### config.mk
export PLATFORM = sky130hd
export DESIGN_NAME = kpx_top
export DESIGN_NICKNAME = d
export VERILOG_FILES = /design/src/hw/kpx_i2c_slave.v /design/src/hw/kpx_sync.v /design/src/hw/kpx_top.v
export VERILOG_INCLUDE_DIRS = /design/src /design/src/hw
export SDC_FILE = /design/constraint.sdc
export NUM_CORES = 1
export LEC_CHECK = 0
export ABC_AREA = 0
export ABC_CLOCK_PERIOD_IN_PS = 2700
export BUFFER_PORTS_ARGS = -buffer_cell sky130_fd_sc_hd__buf_2
export CAP_MARGIN = 20
export CORE_MARGIN = 2
export CORE_UTILIZATION = 51
export CTS_BUF_LIST = sky130_fd_sc_hd__clkbuf_8
export CTS_CLUSTER_DIAMETER = 40
export DETAILED_ROUTE_END_ITERATION = 12
export MAX_ROUTING_LAYER = met4
export PLACE_DENSITY_LB_ADDON = 0.2
export SETUP_SLACK_MARGIN = 0.05
export SKIP_CTS_REPAIR_TIMING = 1
export SYNTH_ARGS = -nofsm -noshare
export SYNTH_HDL_FRONTEND = slang
export SYNTH_HIERARCHICAL = 1
export SYNTH_SLANG_ARGS = --single-unit
export TNS_END_PERCENT = 5
### constraint.sdc
create_clock -name ref_clk_i -period 2.7 [get_ports ref_clk_i]
set_clock_uncertainty 0.1 [all_clocks]
set_input_delay 0.405 -clock ref_clk_i [delete_from_list [all_inputs] [get_ports ref_clk_i]]
set_output_delay 0.405 -clock ref_clk_i [all_outputs]
set_load 0.005 [all_outputs]
### src/hw/kpx_regs.vh
`ifndef KPX_REGS_VH
`define KPX_REGS_VH
// 8-bit address bytes (7-bit address plus read/write bit)
`define KPX_KEYPAD_RD_ADDR    8'h49
`define KPX_ENABLE_WR_ADDR    8'h44
`define KPX_ENABLE_RD_ADDR    8'h45
`define KPX_PORT_WIDTH        16
`define KPX_PORT_RESET        16'hFFFF
`define KPX_CARD_WP_BIT       8
`define KPX_CARD_CD_BIT       9
`define KPX_SERIAL_A_BIT      0
`define KPX_SERIAL_B_BIT      1
`define KPX_INFRARED_BIT      2
`define KPX_DISPLAY_BIT       3
`define KPX_RADIO_BIT         4
`define KPX_CARD_SPI_BIT      5
`endif

### src/hw/kpx_i2c_slave.v
`include "kpx_regs.vh"
module kpx_i2c_slave (
  // clock and power-up reset
  input  wire        ref_clk_i,
  input  wire        srst_i,
  // synchronised bus lines
  input  wire        scl_i,
  input  wire        sda_i,
  output reg         sda_oe_o,
  // port data
  input  wire [15:0] key_port_i,
  input  wire [15:0] en_port_i,
  output reg         en_wr_o,
  output reg  [15:0] en_wr_data_o,
  output reg         key_read_o
);

  localparam ST_IDLE = 3'd0;
  localparam ST_ADDR = 3'd1;
  localparam ST_AACK = 3'd2;
  localparam ST_WR   = 3'd3;
  localparam ST_WACK = 3'd4;
  localparam ST_RD   = 3'd5;
  localparam ST_RACK = 3'd6;

  reg [2:0]  state;
  reg [2:0]  bit_cnt;
  reg [7:0]  shreg;
  reg [15:0] rd_data;
  reg        byte_hi;
  reg        sel_key;
  reg        lo_done;
  reg [7:0]  lo_byte;
  reg        scl_d;
  reg        sda_d;
  reg        addr_armed;

  wire scl_rise = scl_i & ~scl_d;
  wire scl_fall = ~scl_i & scl_d;
  wire start    = scl_i & scl_d & sda_d & ~sda_i;
  wire stop     = scl_i & scl_d & ~sda_d & sda_i;
  wire [7:0] rd_byte = byte_hi ? rd_data[15:8] : rd_data[7:0];

  always @(posedge ref_clk_i) begin
    scl_d <= scl_i;
    sda_d <= sda_i;
    en_wr_o <= 1'b0;
    key_read_o <= 1'b0;
    if (srst_i) begin
      state <= ST_IDLE;
      sda_oe_o <= 1'b0;
      bit_cnt <= 3'd0;
      shreg <= 8'h00;
      rd_data <= 16'h0000;
      byte_hi <= 1'b0;
      sel_key <= 1'b0;
      lo_done <= 1'b0;
      lo_byte <= 8'h00;
      en_wr_data_o <= 16'h0000;
      addr_armed <= 1'b0;
    end else if (start) begin
      state <= ST_ADDR;
      bit_cnt <= 3'd0;
      addr_armed <= 1'b0;
      sda_oe_o <= 1'b0;
    end else if (stop) begin
      state <= ST_IDLE;
      sda_oe_o <= 1'b0;
      // read over: clear the change flag
      if (sel_key && byte_hi)
        key_read_o <= 1'b1;
    end else begin
      case (state)
        ST_IDLE: begin
          sda_oe_o <= 1'b0;
        end
        ST_ADDR: begin
          if (scl_rise) begin
            shreg <= {shreg[6:0], sda_i};
            bit_cnt <= bit_cnt + 3'd1;
            addr_armed <= 1'b1;
          end
          // skip the fall that closes the start condition
          if (scl_fall && bit_cnt == 3'd0 && addr_armed) begin
            addr_armed <= 1'b0;
            byte_hi <= 1'b0;
            lo_done <= 1'b0;
            if (shreg == `KPX_KEYPAD_RD_ADDR || shreg == `KPX_ENABLE_RD_ADDR ||
                shreg == `KPX_ENABLE_WR_ADDR) begin
              sel_key <= (shreg == `KPX_KEYPAD_RD_ADDR);
              rd_data <= (shreg == `KPX_KEYPAD_RD_ADDR) ? key_port_i : en_port_i;
              sda_oe_o <= 1'b1;
              state <= ST_AACK;
            end else begin
              state <= ST_IDLE;
            end
          end
        end
        ST_AACK: begin
          if (scl_fall) begin
            if (shreg[0]) begin
              sda_oe_o <= ~rd_byte[7];
              shreg <= {rd_byte[6:0], 1'b1};
              state <= ST_RD;
            end else begin
              sda_oe_o <= 1'b0;
              state <= ST_WR;
            end
          end
        end
        ST_WR: begin
          if (scl_rise) begin
            shreg <= {shreg[6:0], sda_i};
            bit_cnt <= bit_cnt + 3'd1;
          end
          if (scl_fall && bit_cnt == 3'd0) begin
            sda_oe_o <= 1'b1;
            state <= ST_WACK;
            if (!lo_done) begin
              lo_byte <= shreg;
              lo_done <= 1'b1;
            end else begin
              en_wr_data_o <= {shreg, lo_byte};
              en_wr_o <= 1'b1;
              lo_done <= 1'b0;
            end
          end
        end
        ST_WACK: begin
          if (scl_fall) begin
            sda_oe_o <= 1'b0;
            state <= ST_WR;
          end
        end
        ST_RD: begin
          if (scl_fall) begin
            bit_cnt <= bit_cnt + 3'd1;
            if (bit_cnt == 3'd7) begin
              sda_oe_o <= 1'b0;
              state <= ST_RACK;
            end else begin
              sda_oe_o <= ~shreg[7];
              shreg <= {shreg[6:0], 1'b1};
            end
          end
        end
        ST_RACK: begin
          if (scl_rise) begin
            if (sda_i) begin
              state <= ST_IDLE;
            end else begin
              if (byte_hi)
                rd_data <= sel_key ? key_port_i : en_port_i;
              byte_hi <= ~byte_hi;
            end
          end
          if (scl_fall && state == ST_RACK) begin
            sda_oe_o <= ~rd_byte[7];
            shreg <= {rd_byte[6:0], 1'b1};
            bit_cnt <= 3'd0;
            state <= ST_RD;
          end
        end
        default: begin
          state <= ST_IDLE;
        end
      endcase
    end
  end

endmodule // kpx_i2c_slave

### src/hw/kpx_sync.v
module kpx_sync #(
  parameter WIDTH = 1
) (
  // clock
  input  wire             ref_clk_i,
  // data
  input  wire [WIDTH-1:0] async_i,
  output reg  [WIDTH-1:0] sync_o
);

  reg [WIDTH-1:0] stage1;

  always @(posedge ref_clk_i) begin
    stage1 <= async_i;
    sync_o <= stage1;
  end

endmodule // kpx_sync

### src/hw/kpx_top.v
// Overview of operation
// - keypad expander reads at address 0x49, returning all sixteen key levels
// - keypad interrupt raised on any key press or release
// - pressed key reads zero, released key reads one
// - keys 0-7 on low byte, keys 8-15 on high byte, ascending
// - enable expander writes at 0x44, reads at 0x45
// - each expander one 16-bit quasi-bidirectional port, reached only over I2C
// - power-up puts every pin in input mode (latched high)
// - system reset leaves expander state and outputs unchanged
// - enable low byte: serial a, serial b, infrared, display, radio, card spi
// - enable high byte pin 0 write protect, pin 1 card detect
// - forcing switch keeps peripheral enabled regardless of software bit
`include "kpx_regs.vh"
module kpx_top #(
  parameter WIDTH = `KPX_PORT_WIDTH
) (
  // clock and resets
  input  wire             ref_clk_i,
  input  wire             srst_i,
  input  wire             power_on_rst_i,
  // i2c bus
  input  wire             scl_i,
  input  wire             sda_i,
  output reg              sda_o,
  output reg              sda_oe_o,
  // keypad pins, low when pressed
  input  wire [WIDTH-1:0] key_pins_i,
  output reg              keypad_irq_input_pin_o,
  // board enable switches, high forces enable
  input  wire             force_serial_a_i,
  input  wire             force_serial_b_i,
  input  wire             force_infrared_i,
  input  wire             force_display_i,
  // card status pins
  input  wire             card_write_protect_i,
  input  wire             card_detect_i,
  // peripheral enables, active low
  output reg              serial_a_xcvr_enable_n_o,
  output reg              serial_b_xcvr_enable_n_o,
  output reg              infrared_enable_n_o,
  output reg              display_power_enable_n_o,
  output reg              radio_module_enable_n_o,
  output reg              card_spi_path_enable_o
);

  // =====================================================
  // input synchronisers
  // =====================================================
  wire [WIDTH-1:0] key_sync;
  wire [7:0]       misc_sync;

  kpx_sync #(.WIDTH(WIDTH)) u_key_sync (
    .ref_clk_i (ref_clk_i),
    .async_i   (key_pins_i),
    .sync_o    (key_sync)
  );

  kpx_sync #(.WIDTH(8)) u_misc_sync (
    .ref_clk_i (ref_clk_i),
    .async_i   ({scl_i, sda_i, force_serial_a_i, force_serial_b_i, force_infrared_i,
                 force_display_i, card_write_protect_i, card_detect_i}),
    .sync_o    (misc_sync)
  );

  wire scl_s   = misc_sync[7];
  wire sda_s   = misc_sync[6];
  wire frc_a   = misc_sync[5];
  wire frc_b   = misc_sync[4];
  wire frc_ir  = misc_sync[3];
  wire frc_dsp = misc_sync[2];
  wire wp_s    = misc_sync[1];
  wire cd_s    = misc_sync[0];

  // =====================================================
  // port latches
  // =====================================================
  reg  [WIDTH-1:0] en_latch;
  reg  [WIDTH-1:0] key_snap;
  wire             en_wr;
  wire [15:0]      en_wr_data;
  wire             key_read;
  wire             slave_oe;
  wire [WIDTH-1:0] en_port_pins;
  wire [WIDTH-1:0] key_port;

  // pin i is key i, low when pressed
  assign key_port = key_sync;

  // quasi-bidirectional: a pin reads low if latched low
  genvar i;
  generate
    for (i = 0; i < WIDTH; i = i + 1) begin : g_qb
      wire ext_level;
      if (i == `KPX_CARD_WP_BIT) begin : g_wp
        assign ext_level = wp_s;
      end else if (i == `KPX_CARD_CD_BIT) begin : g_cd
        assign ext_level = cd_s;
      end else begin : g_nc
        assign ext_level = 1'b1;
      end
      assign en_port_pins[i] = en_latch[i] & ext_level;
    end
  endgenerate

  always @(posedge ref_clk_i) begin
    if (power_on_rst_i) begin
      en_latch <= `KPX_PORT_RESET;
    end else if (en_wr) begin
      en_latch <= en_wr_data;
    end
  end

  // =====================================================
  // keypad change interrupt
  // =====================================================
  // flag any difference from last read snapshot
  always @(posedge ref_clk_i) begin
    if (power_on_rst_i) begin
      key_snap <= `KPX_PORT_RESET;
      keypad_irq_input_pin_o <= 1'b1;
    end else begin
      if (key_read)
        key_snap <= key_port;
      keypad_irq_input_pin_o <= (key_read ? 1'b1 : ~(|(key_port ^ key_snap)));
    end
  end

  // =====================================================
  // i2c slave
  // =====================================================
  // port reached only over i2c
  kpx_i2c_slave u_slave (
    .ref_clk_i    (ref_clk_i),
    .srst_i       (power_on_rst_i),
    .scl_i        (scl_s),
    .sda_i        (sda_s),
    .sda_oe_o     (slave_oe),
    .key_port_i   (key_port),
    .en_port_i    (en_port_pins),
    .en_wr_o      (en_wr),
    .en_wr_data_o (en_wr_data),
    .key_read_o   (key_read)
  );

  // =====================================================
  // outputs
  // =====================================================
  always @(posedge ref_clk_i) begin
    sda_o <= 1'b0;
    if (power_on_rst_i) begin
      sda_oe_o                 <= 1'b0;
      serial_a_xcvr_enable_n_o <= 1'b1;
      serial_b_xcvr_enable_n_o <= 1'b1;
      infrared_enable_n_o      <= 1'b1;
      display_power_enable_n_o <= 1'b1;
      radio_module_enable_n_o  <= 1'b1;
      card_spi_path_enable_o   <= 1'b1;
    end else begin
      sda_oe_o <= slave_oe;
      serial_a_xcvr_enable_n_o <= en_latch[`KPX_SERIAL_A_BIT] & ~frc_a;
      serial_b_xcvr_enable_n_o <= en_latch[`KPX_SERIAL_B_BIT] & ~frc_b;
      infrared_enable_n_o      <= en_latch[`KPX_INFRARED_BIT] & ~frc_ir;
      display_power_enable_n_o <= en_latch[`KPX_DISPLAY_BIT] & ~frc_dsp;
      radio_module_enable_n_o  <= en_latch[`KPX_RADIO_BIT];
      card_spi_path_enable_o   <= en_latch[`KPX_CARD_SPI_BIT];
    end
  end

endmodule // kpx_top

# == Word level (Yosys, flattened, before mapping) ==
# Index checks and enable logic that the tools add are counted.
# totals
ff_bits,151
in_bits,27
wordCells,188
# classes
n_addsub,1
eq_ne,35
n_mux,55
bitwise,32
reduce_logical,34
# op_table
cell,count
16-bit two-way mux,7
8-bit two-way mux,7
3-bit two-way mux,13
16-bit one-hot mux with 2 select lines,1
8-bit one-hot mux with 4 select lines,1
9-bit AND reduction,3
5-bit AND reduction,5
"8-bit by 7-bit equality test with 1-bit output, second input constant",3
"4-bit by 1-bit inequality test with 1-bit output, second input constant",6
8-bit AND reduction,3
"2-bit by 1-bit inequality test with 1-bit output, second input constant",11
3-bit one-hot mux with 7 select lines,1
1-bit two-way mux,20
1-bit inverter,18
16-bit OR reduction,1
16-bit bitwise XOR,1
1-bit AND,13
"3-bit equality test, second input constant",4
3-bit one-hot mux with 3 select lines,1
1-bit one-hot mux with 7 select lines,1
7-bit nonzero test,1
"3-bit by 2-bit equality test with 1-bit output, second input constant",2
3-bit zero test,2
"2-bit inequality test, second input constant",3
19 further kinds,29

# == Longest topological paths before layout ==
# depth
word_depth,8
mapped_depth,9
ltp_nobuf,7

# == Hierarchy ==
# The synthesis kept the hierarchy.
# modules_own_cells
mod,instances,cells_each,area_each_um2,seq_area_each_um2
kpx_i2c_slave,1,353,3210.6,1261.2
kpx_top,1,151,1644.1,800.8
kpx_sync (u_key_sync),1,32,640.6,640.6
kpx_sync (u_misc_sync),1,16,320.3,320.3

# == Worst setup path after synthesis ==
# Ideal clock, no wire load.
# synth_timing
path_kind,flip-flop to flip-flop
start,register u_slave.shreg[7]
end,register u_slave.rd_data[10]
setup_time_ns,0.088
t_arrival_ns,1.754
required_ns,2.512
setup_slack_ns,0.757
stages_incl_launch_ff,7
n_path_buf,1
synth_period_minus_slack_ns,1.943
path_cell_list,dfxtp_1 > or4b_4 > a211oi_4 > o211a_4 > buf_6 > a21oi_1 > a311oi_2
# synth_via
elab_chain_cells,5
# synth_lines
item,line_no,text
start: declaration,kpx_i2c_slave.v:28,reg [7:0] shreg;
start signal: assignment,kpx_i2c_slave.v:79,"shreg <= {shreg[6:0], sda_i};"
start signal: assignment,kpx_i2c_slave.v:103,"shreg <= {rd_byte[6:0], 1'b1};"
start signal: assignment,kpx_i2c_slave.v:113,"shreg <= {shreg[6:0], sda_i};"
8-bit by 7-bit equality test with 1-bit output (no source line),n/a,
16-bit two-way mux or 1-bit logical OR (tied branches) (2 in series),n/a,
16-bit two-way mux or 2-bit by 1-bit inequality test with 1-bit output (tied branches),n/a,
16-bit one-hot mux with 2 select lines or 8-bit AND reduction (tied branches),n/a,
end signal: assignment,kpx_i2c_slave.v:91,rd_data <= (shreg == `KPX_KEYPAD_RD_ADDR) ? key_port_i : en_port_i;
end signal: assignment,kpx_i2c_slave.v:153,rd_data <= sel_key ? key_port_i : en_port_i;
end: declaration,kpx_i2c_slave.v:29,reg [15:0] rd_data;
# Parallel ways exist; a longest one is shown, timed or not. The select of a mux whose other input is x is not followed.
# A chain may end at the register's enable or synchronous reset.

# == Final worst setup path ==
# layout_timing
start,register u_slave.shreg[7]
end,register u_slave.rd_data[12]
# Same word-level chain as after synthesis.

==> flow_summary.yaml <==
route:
  postRouteAntennaNets: 0
  drc: 0
  finalWirelength_um: 12010
  firstDrtPassIters: 4
  viasPerCell: 5.484
  wl_per_cell_um: 15.85
  drtIter0Drc: 243
  vias: 4157
place:
  dpl_cell_area_um2: 6070
  post-place-cells: 702
  gp_congestion: 0.9102
  portBuffers: 33
  dp_hpwl_um: 7959
setup_path:
  crit_family: "compound AO/OA/AOI/OAI gates"
  path_max_fanout: 32
  critPathKind: "flop to flop"
  cp_num_buf_inv: 0
  crit_path_cell_trace: "or4b_4 > a211oi_4 > o211a_4 > a21oi_1 > a311oi_1"
  start_kind: "flop"
  r2r_cells: 5
  r2r-start: "u_slave/shreg[7]$_SDFFE_PP0P_"
  cp_slowest_cell: "or4b_4"
  reg2reg_slack_ns: 0.37
  cp-startpoint: "u_slave/shreg[7]$_SDFFE_PP0P_"
  endpoint_kind: "flop"
  r2r-end: "u_slave/rd_data[12]$_SDFFE_PP0P_"
  max_stage_delay_ns: 0.58
  required_ns: 2.95
  cp.arrival_ns: 2.58
finish:
  final_area_um2: 6759
  antenna_cells: 0
  final_core_util: 0.6154
  layout.cells.non_filler: 758
  fill_cells: 912
  num-nets-final: 635
  syn_to_final_growth_pct: 16.22
  drive_gt1_frac: 0.1780
clock_network:
  clk_pin_slew_ns: 0.07
  numCtsBuffers: 17
  cts-root-buf: "clkbuf_8"
  cts_buffer_depth: 2
  cts_htree_levels: 4
  cts_tree: "done"
  cts_sinks: 151
  clk_latency_ns: 0.45
logic_synthesis:
  syn_area_per_cell_um2: 10.54
  ys_seq_area_frac: 0.5198
  synth-compound-area-share: 0.1592
  syn-num-nets: 582
  synth.area.top_cells: "dfxtp_1 (52%), mux2i_1 (9.8%), nor2b_1 (3.8%)"
  synthSimpleGateAreaFrac: 0.1360
  syn_inst: 552
  ys.flop_type: "dfxtp_1"
  synth_top_family_by_area: "compound AO/OA/AOI/OAI gates"
  synth_warnings: 6
  synth_async_sr_flop_share: 0
  synthAdderAreaFrac: 0.008176
  yosys.area_share.xor_xnor: 0.02560
  synth_edf_count: 0
  syn-cell-area_um2: 5816
  yosysTopAreaCellShare: 0.5198
  synth_cell_type_count: 61
  ys_ff_latch: 151
  synth.mux.area_fraction: 0.1020
  synth_largest_area_cell: "dfxtp_1"
power_and_ir_drop:
  power_leakage_nw: 2.740
  p_per_area_nw_per_um2: 642.9
  peakVddDrop_v: 0.0005262
floorplan:
  num_rows: 38
  ioPinCount: 36
  dieHeight_um: 110.8
  initial_core_util: 0.5295
  die-area_um2: 12270
  fp.dieW_um: 110.8
  core_area_um2: 10980
run_status:
  outcome: "completed"
min_path:
  hold_start: "u_key_sync/stage1[14]$_DFF_P_"
  hold_path_class: "flop to flop"
  hold_end: "u_key_sync/sync_o[14]$_DFF_P_"
  min_delay_path_depth: 0
grt:
  grt_antenna_before_repair: 0
  first_global_vias: 3995
  grt_util_all_layers: 0.2029
  grt_max_degree: 34
  use_met2: 0.3284
  grt-ovfl-total: 0
  grt-busiest-layer: "met2"
  grt_first_pass_wirelength_um: 19340
  grtUsageMet3: 0.05194
  met1_usage: 0.2372
sta:
  min_period_ns: 2.330
  relSlewSlack: 0.4842
  fmaxAchievable_mhz: 429.3
  max_slew.worst_pin.slew_ns: 0.7727
  hold_viol: 0
  setup_viol: 0
  setup-tns-final_ns: 0
  slew_violations: 0
  finalCritPeriodShare: 0.8628
  hold-worst-slack_ns: 0.2298
  rsz0062_at_grt: "false"
run:
  cap_violations: 0
[state kept, by name, indices dropped and copies added, names as in the netlist, 8 cells and up, named ones only]
name / flops
en_latch: 16
key_snap: 16
u_key_sync/stage1: 16
u_key_sync/sync_o: 16
u_misc_sync/stage1: 8
u_misc_sync/sync_o: 8
u_slave/en_wr_data_o: 16
u_slave/lo_byte: 8
u_slave/rd_data: 16
[where the power goes]
group	internal [W]	switching [W]	total, W
Combinational	0.0000828	0.0000776	0.000160
Clock	0.00108	0.000806	0.00188
Sequential	0.00227	0.0000302	0.00230
Total	0.00343	0.000914	0.00435
[area by class of cell]
type                       instances  area, µm²  share of cell area
clock buffer                      20      275.3             0.04073
clock inverter                    12      173.9             0.02573
inverter                          13      48.80            0.007220
multi-input combinational        347       2510              0.3713
sequential                       151       3023              0.4472
tap                              140      175.2             0.02592
timing repair buffer              75      553.0             0.08182
[per-layer routing]
layer,vias to the layer above,routed length [µm]
li1,2059,-
met1,2006,5560
met2,70,5789
met3,22,438
met4,0,224
met5,-,0
[cell usage in the layout, fill, tap and decap left out, drive strengths merged, types with 3 or more instances in the layout]
| cell type | synthesis | routed |
|---|---|---|
| dfxtp | 151 | 151 |
| mux2i | 57 | 57 |
| buf | 20 | 51 |
| nor2 | 43 | 43 |
| nor2b | 35 | 35 |
| a211o | 32 | 32 |
| a21oi | 29 | 29 |
| dlygate4sd3 | 0 | 24 |
| clkbuf | 21 | 20 |
| a311oi | 18 | 18 |
| xnor2 | 17 | 17 |
| nand2 | 16 | 16 |
| inv | 13 | 15 |
| o21ai | 14 | 14 |
| nand4 | 8 | 8 |
| nand2b | 7 | 7 |
| or2 | 5 | 5 |
| a21o | 5 | 5 |
| nor3 | 5 | 5 |
| bufinv | 0 | 4 |
| and2b | 3 | 3 |
| clkinvlp | 0 | 3 |
| nand3b | 3 | 3 |
| nor3b | 3 | 3 |
| a221oi | 3 | 3 |
| nand3 | 3 | 3 |
| ha | 3 | 3 |
| clkinv | 0 | 3 |
| a211oi | 3 | 3 |
[cell families after synthesis]
logic type / count (synthesis)
DFF: 151
muxes: 59
and+or+nand+nor: 144
other: 1
adders and majority gates: 4
AOI/OAI and AO/OA: 122
xor gates and xnor gates: 17
buffers and inverters: 54
[Yosys cell counts, drive strengths merged (2+ instances only)]
cell and n:
dfxtp 151, mux2i 57, nor2 43, nor2b 35, a211o 32, a21oi 29, clkbuf 21, buf 20
a311oi 18, xnor2 17, nand2 16, o21ai 14, inv 13, nand4 8, nand2b 7, a21o 5
nor3 5, or2 5, a211oi 3, a221oi 3, and2b 3, ha 3, nand3 3, nand3b 3
nor3b 3, a31oi 2, and2 2, and4bb 2, mux2 2, o211a 2, o211ai 2, o21a 2
o22ai 2, o31ai 2, or3 2
[how the worst max path moves through the flow]
stage | to | slack, ns | depth (start not counted)
6_report | u_slave/rd_data[12]$_SDFFE_PP0P_ | 0.37 | 5
5_1_grt | u_slave/rd_data[12]$_SDFFE_PP0P_ | 0.25 | 5
4_1_cts | u_slave/rd_data[12]$_SDFFE_PP0P_ | 0.37 | 5
3_5_place_dp | u_slave/rd_data[12]$_SDFFE_PP0P_ | 0.37 | 5
3_3_place_gp | u_slave/rd_data[10]$_SDFFE_PP0P_ | 0.46 | 5
2_1_floorplan | u_slave/rd_data[10]$_SDFFE_PP0P_ | 0.76 | 6
[per-stage QoR]
stage	setup WS [ns]	total power [W]
after floorplan	0.7575	0.002432
after global placement	0.4634	0.002484
after detailed placement	0.3734	0.002488
after CTS	0.3666	0.004362
after global routing	0.2475	0.004501
final	0.3704	0.004346
No activity file was read; power rests on OpenSTA's default activity.
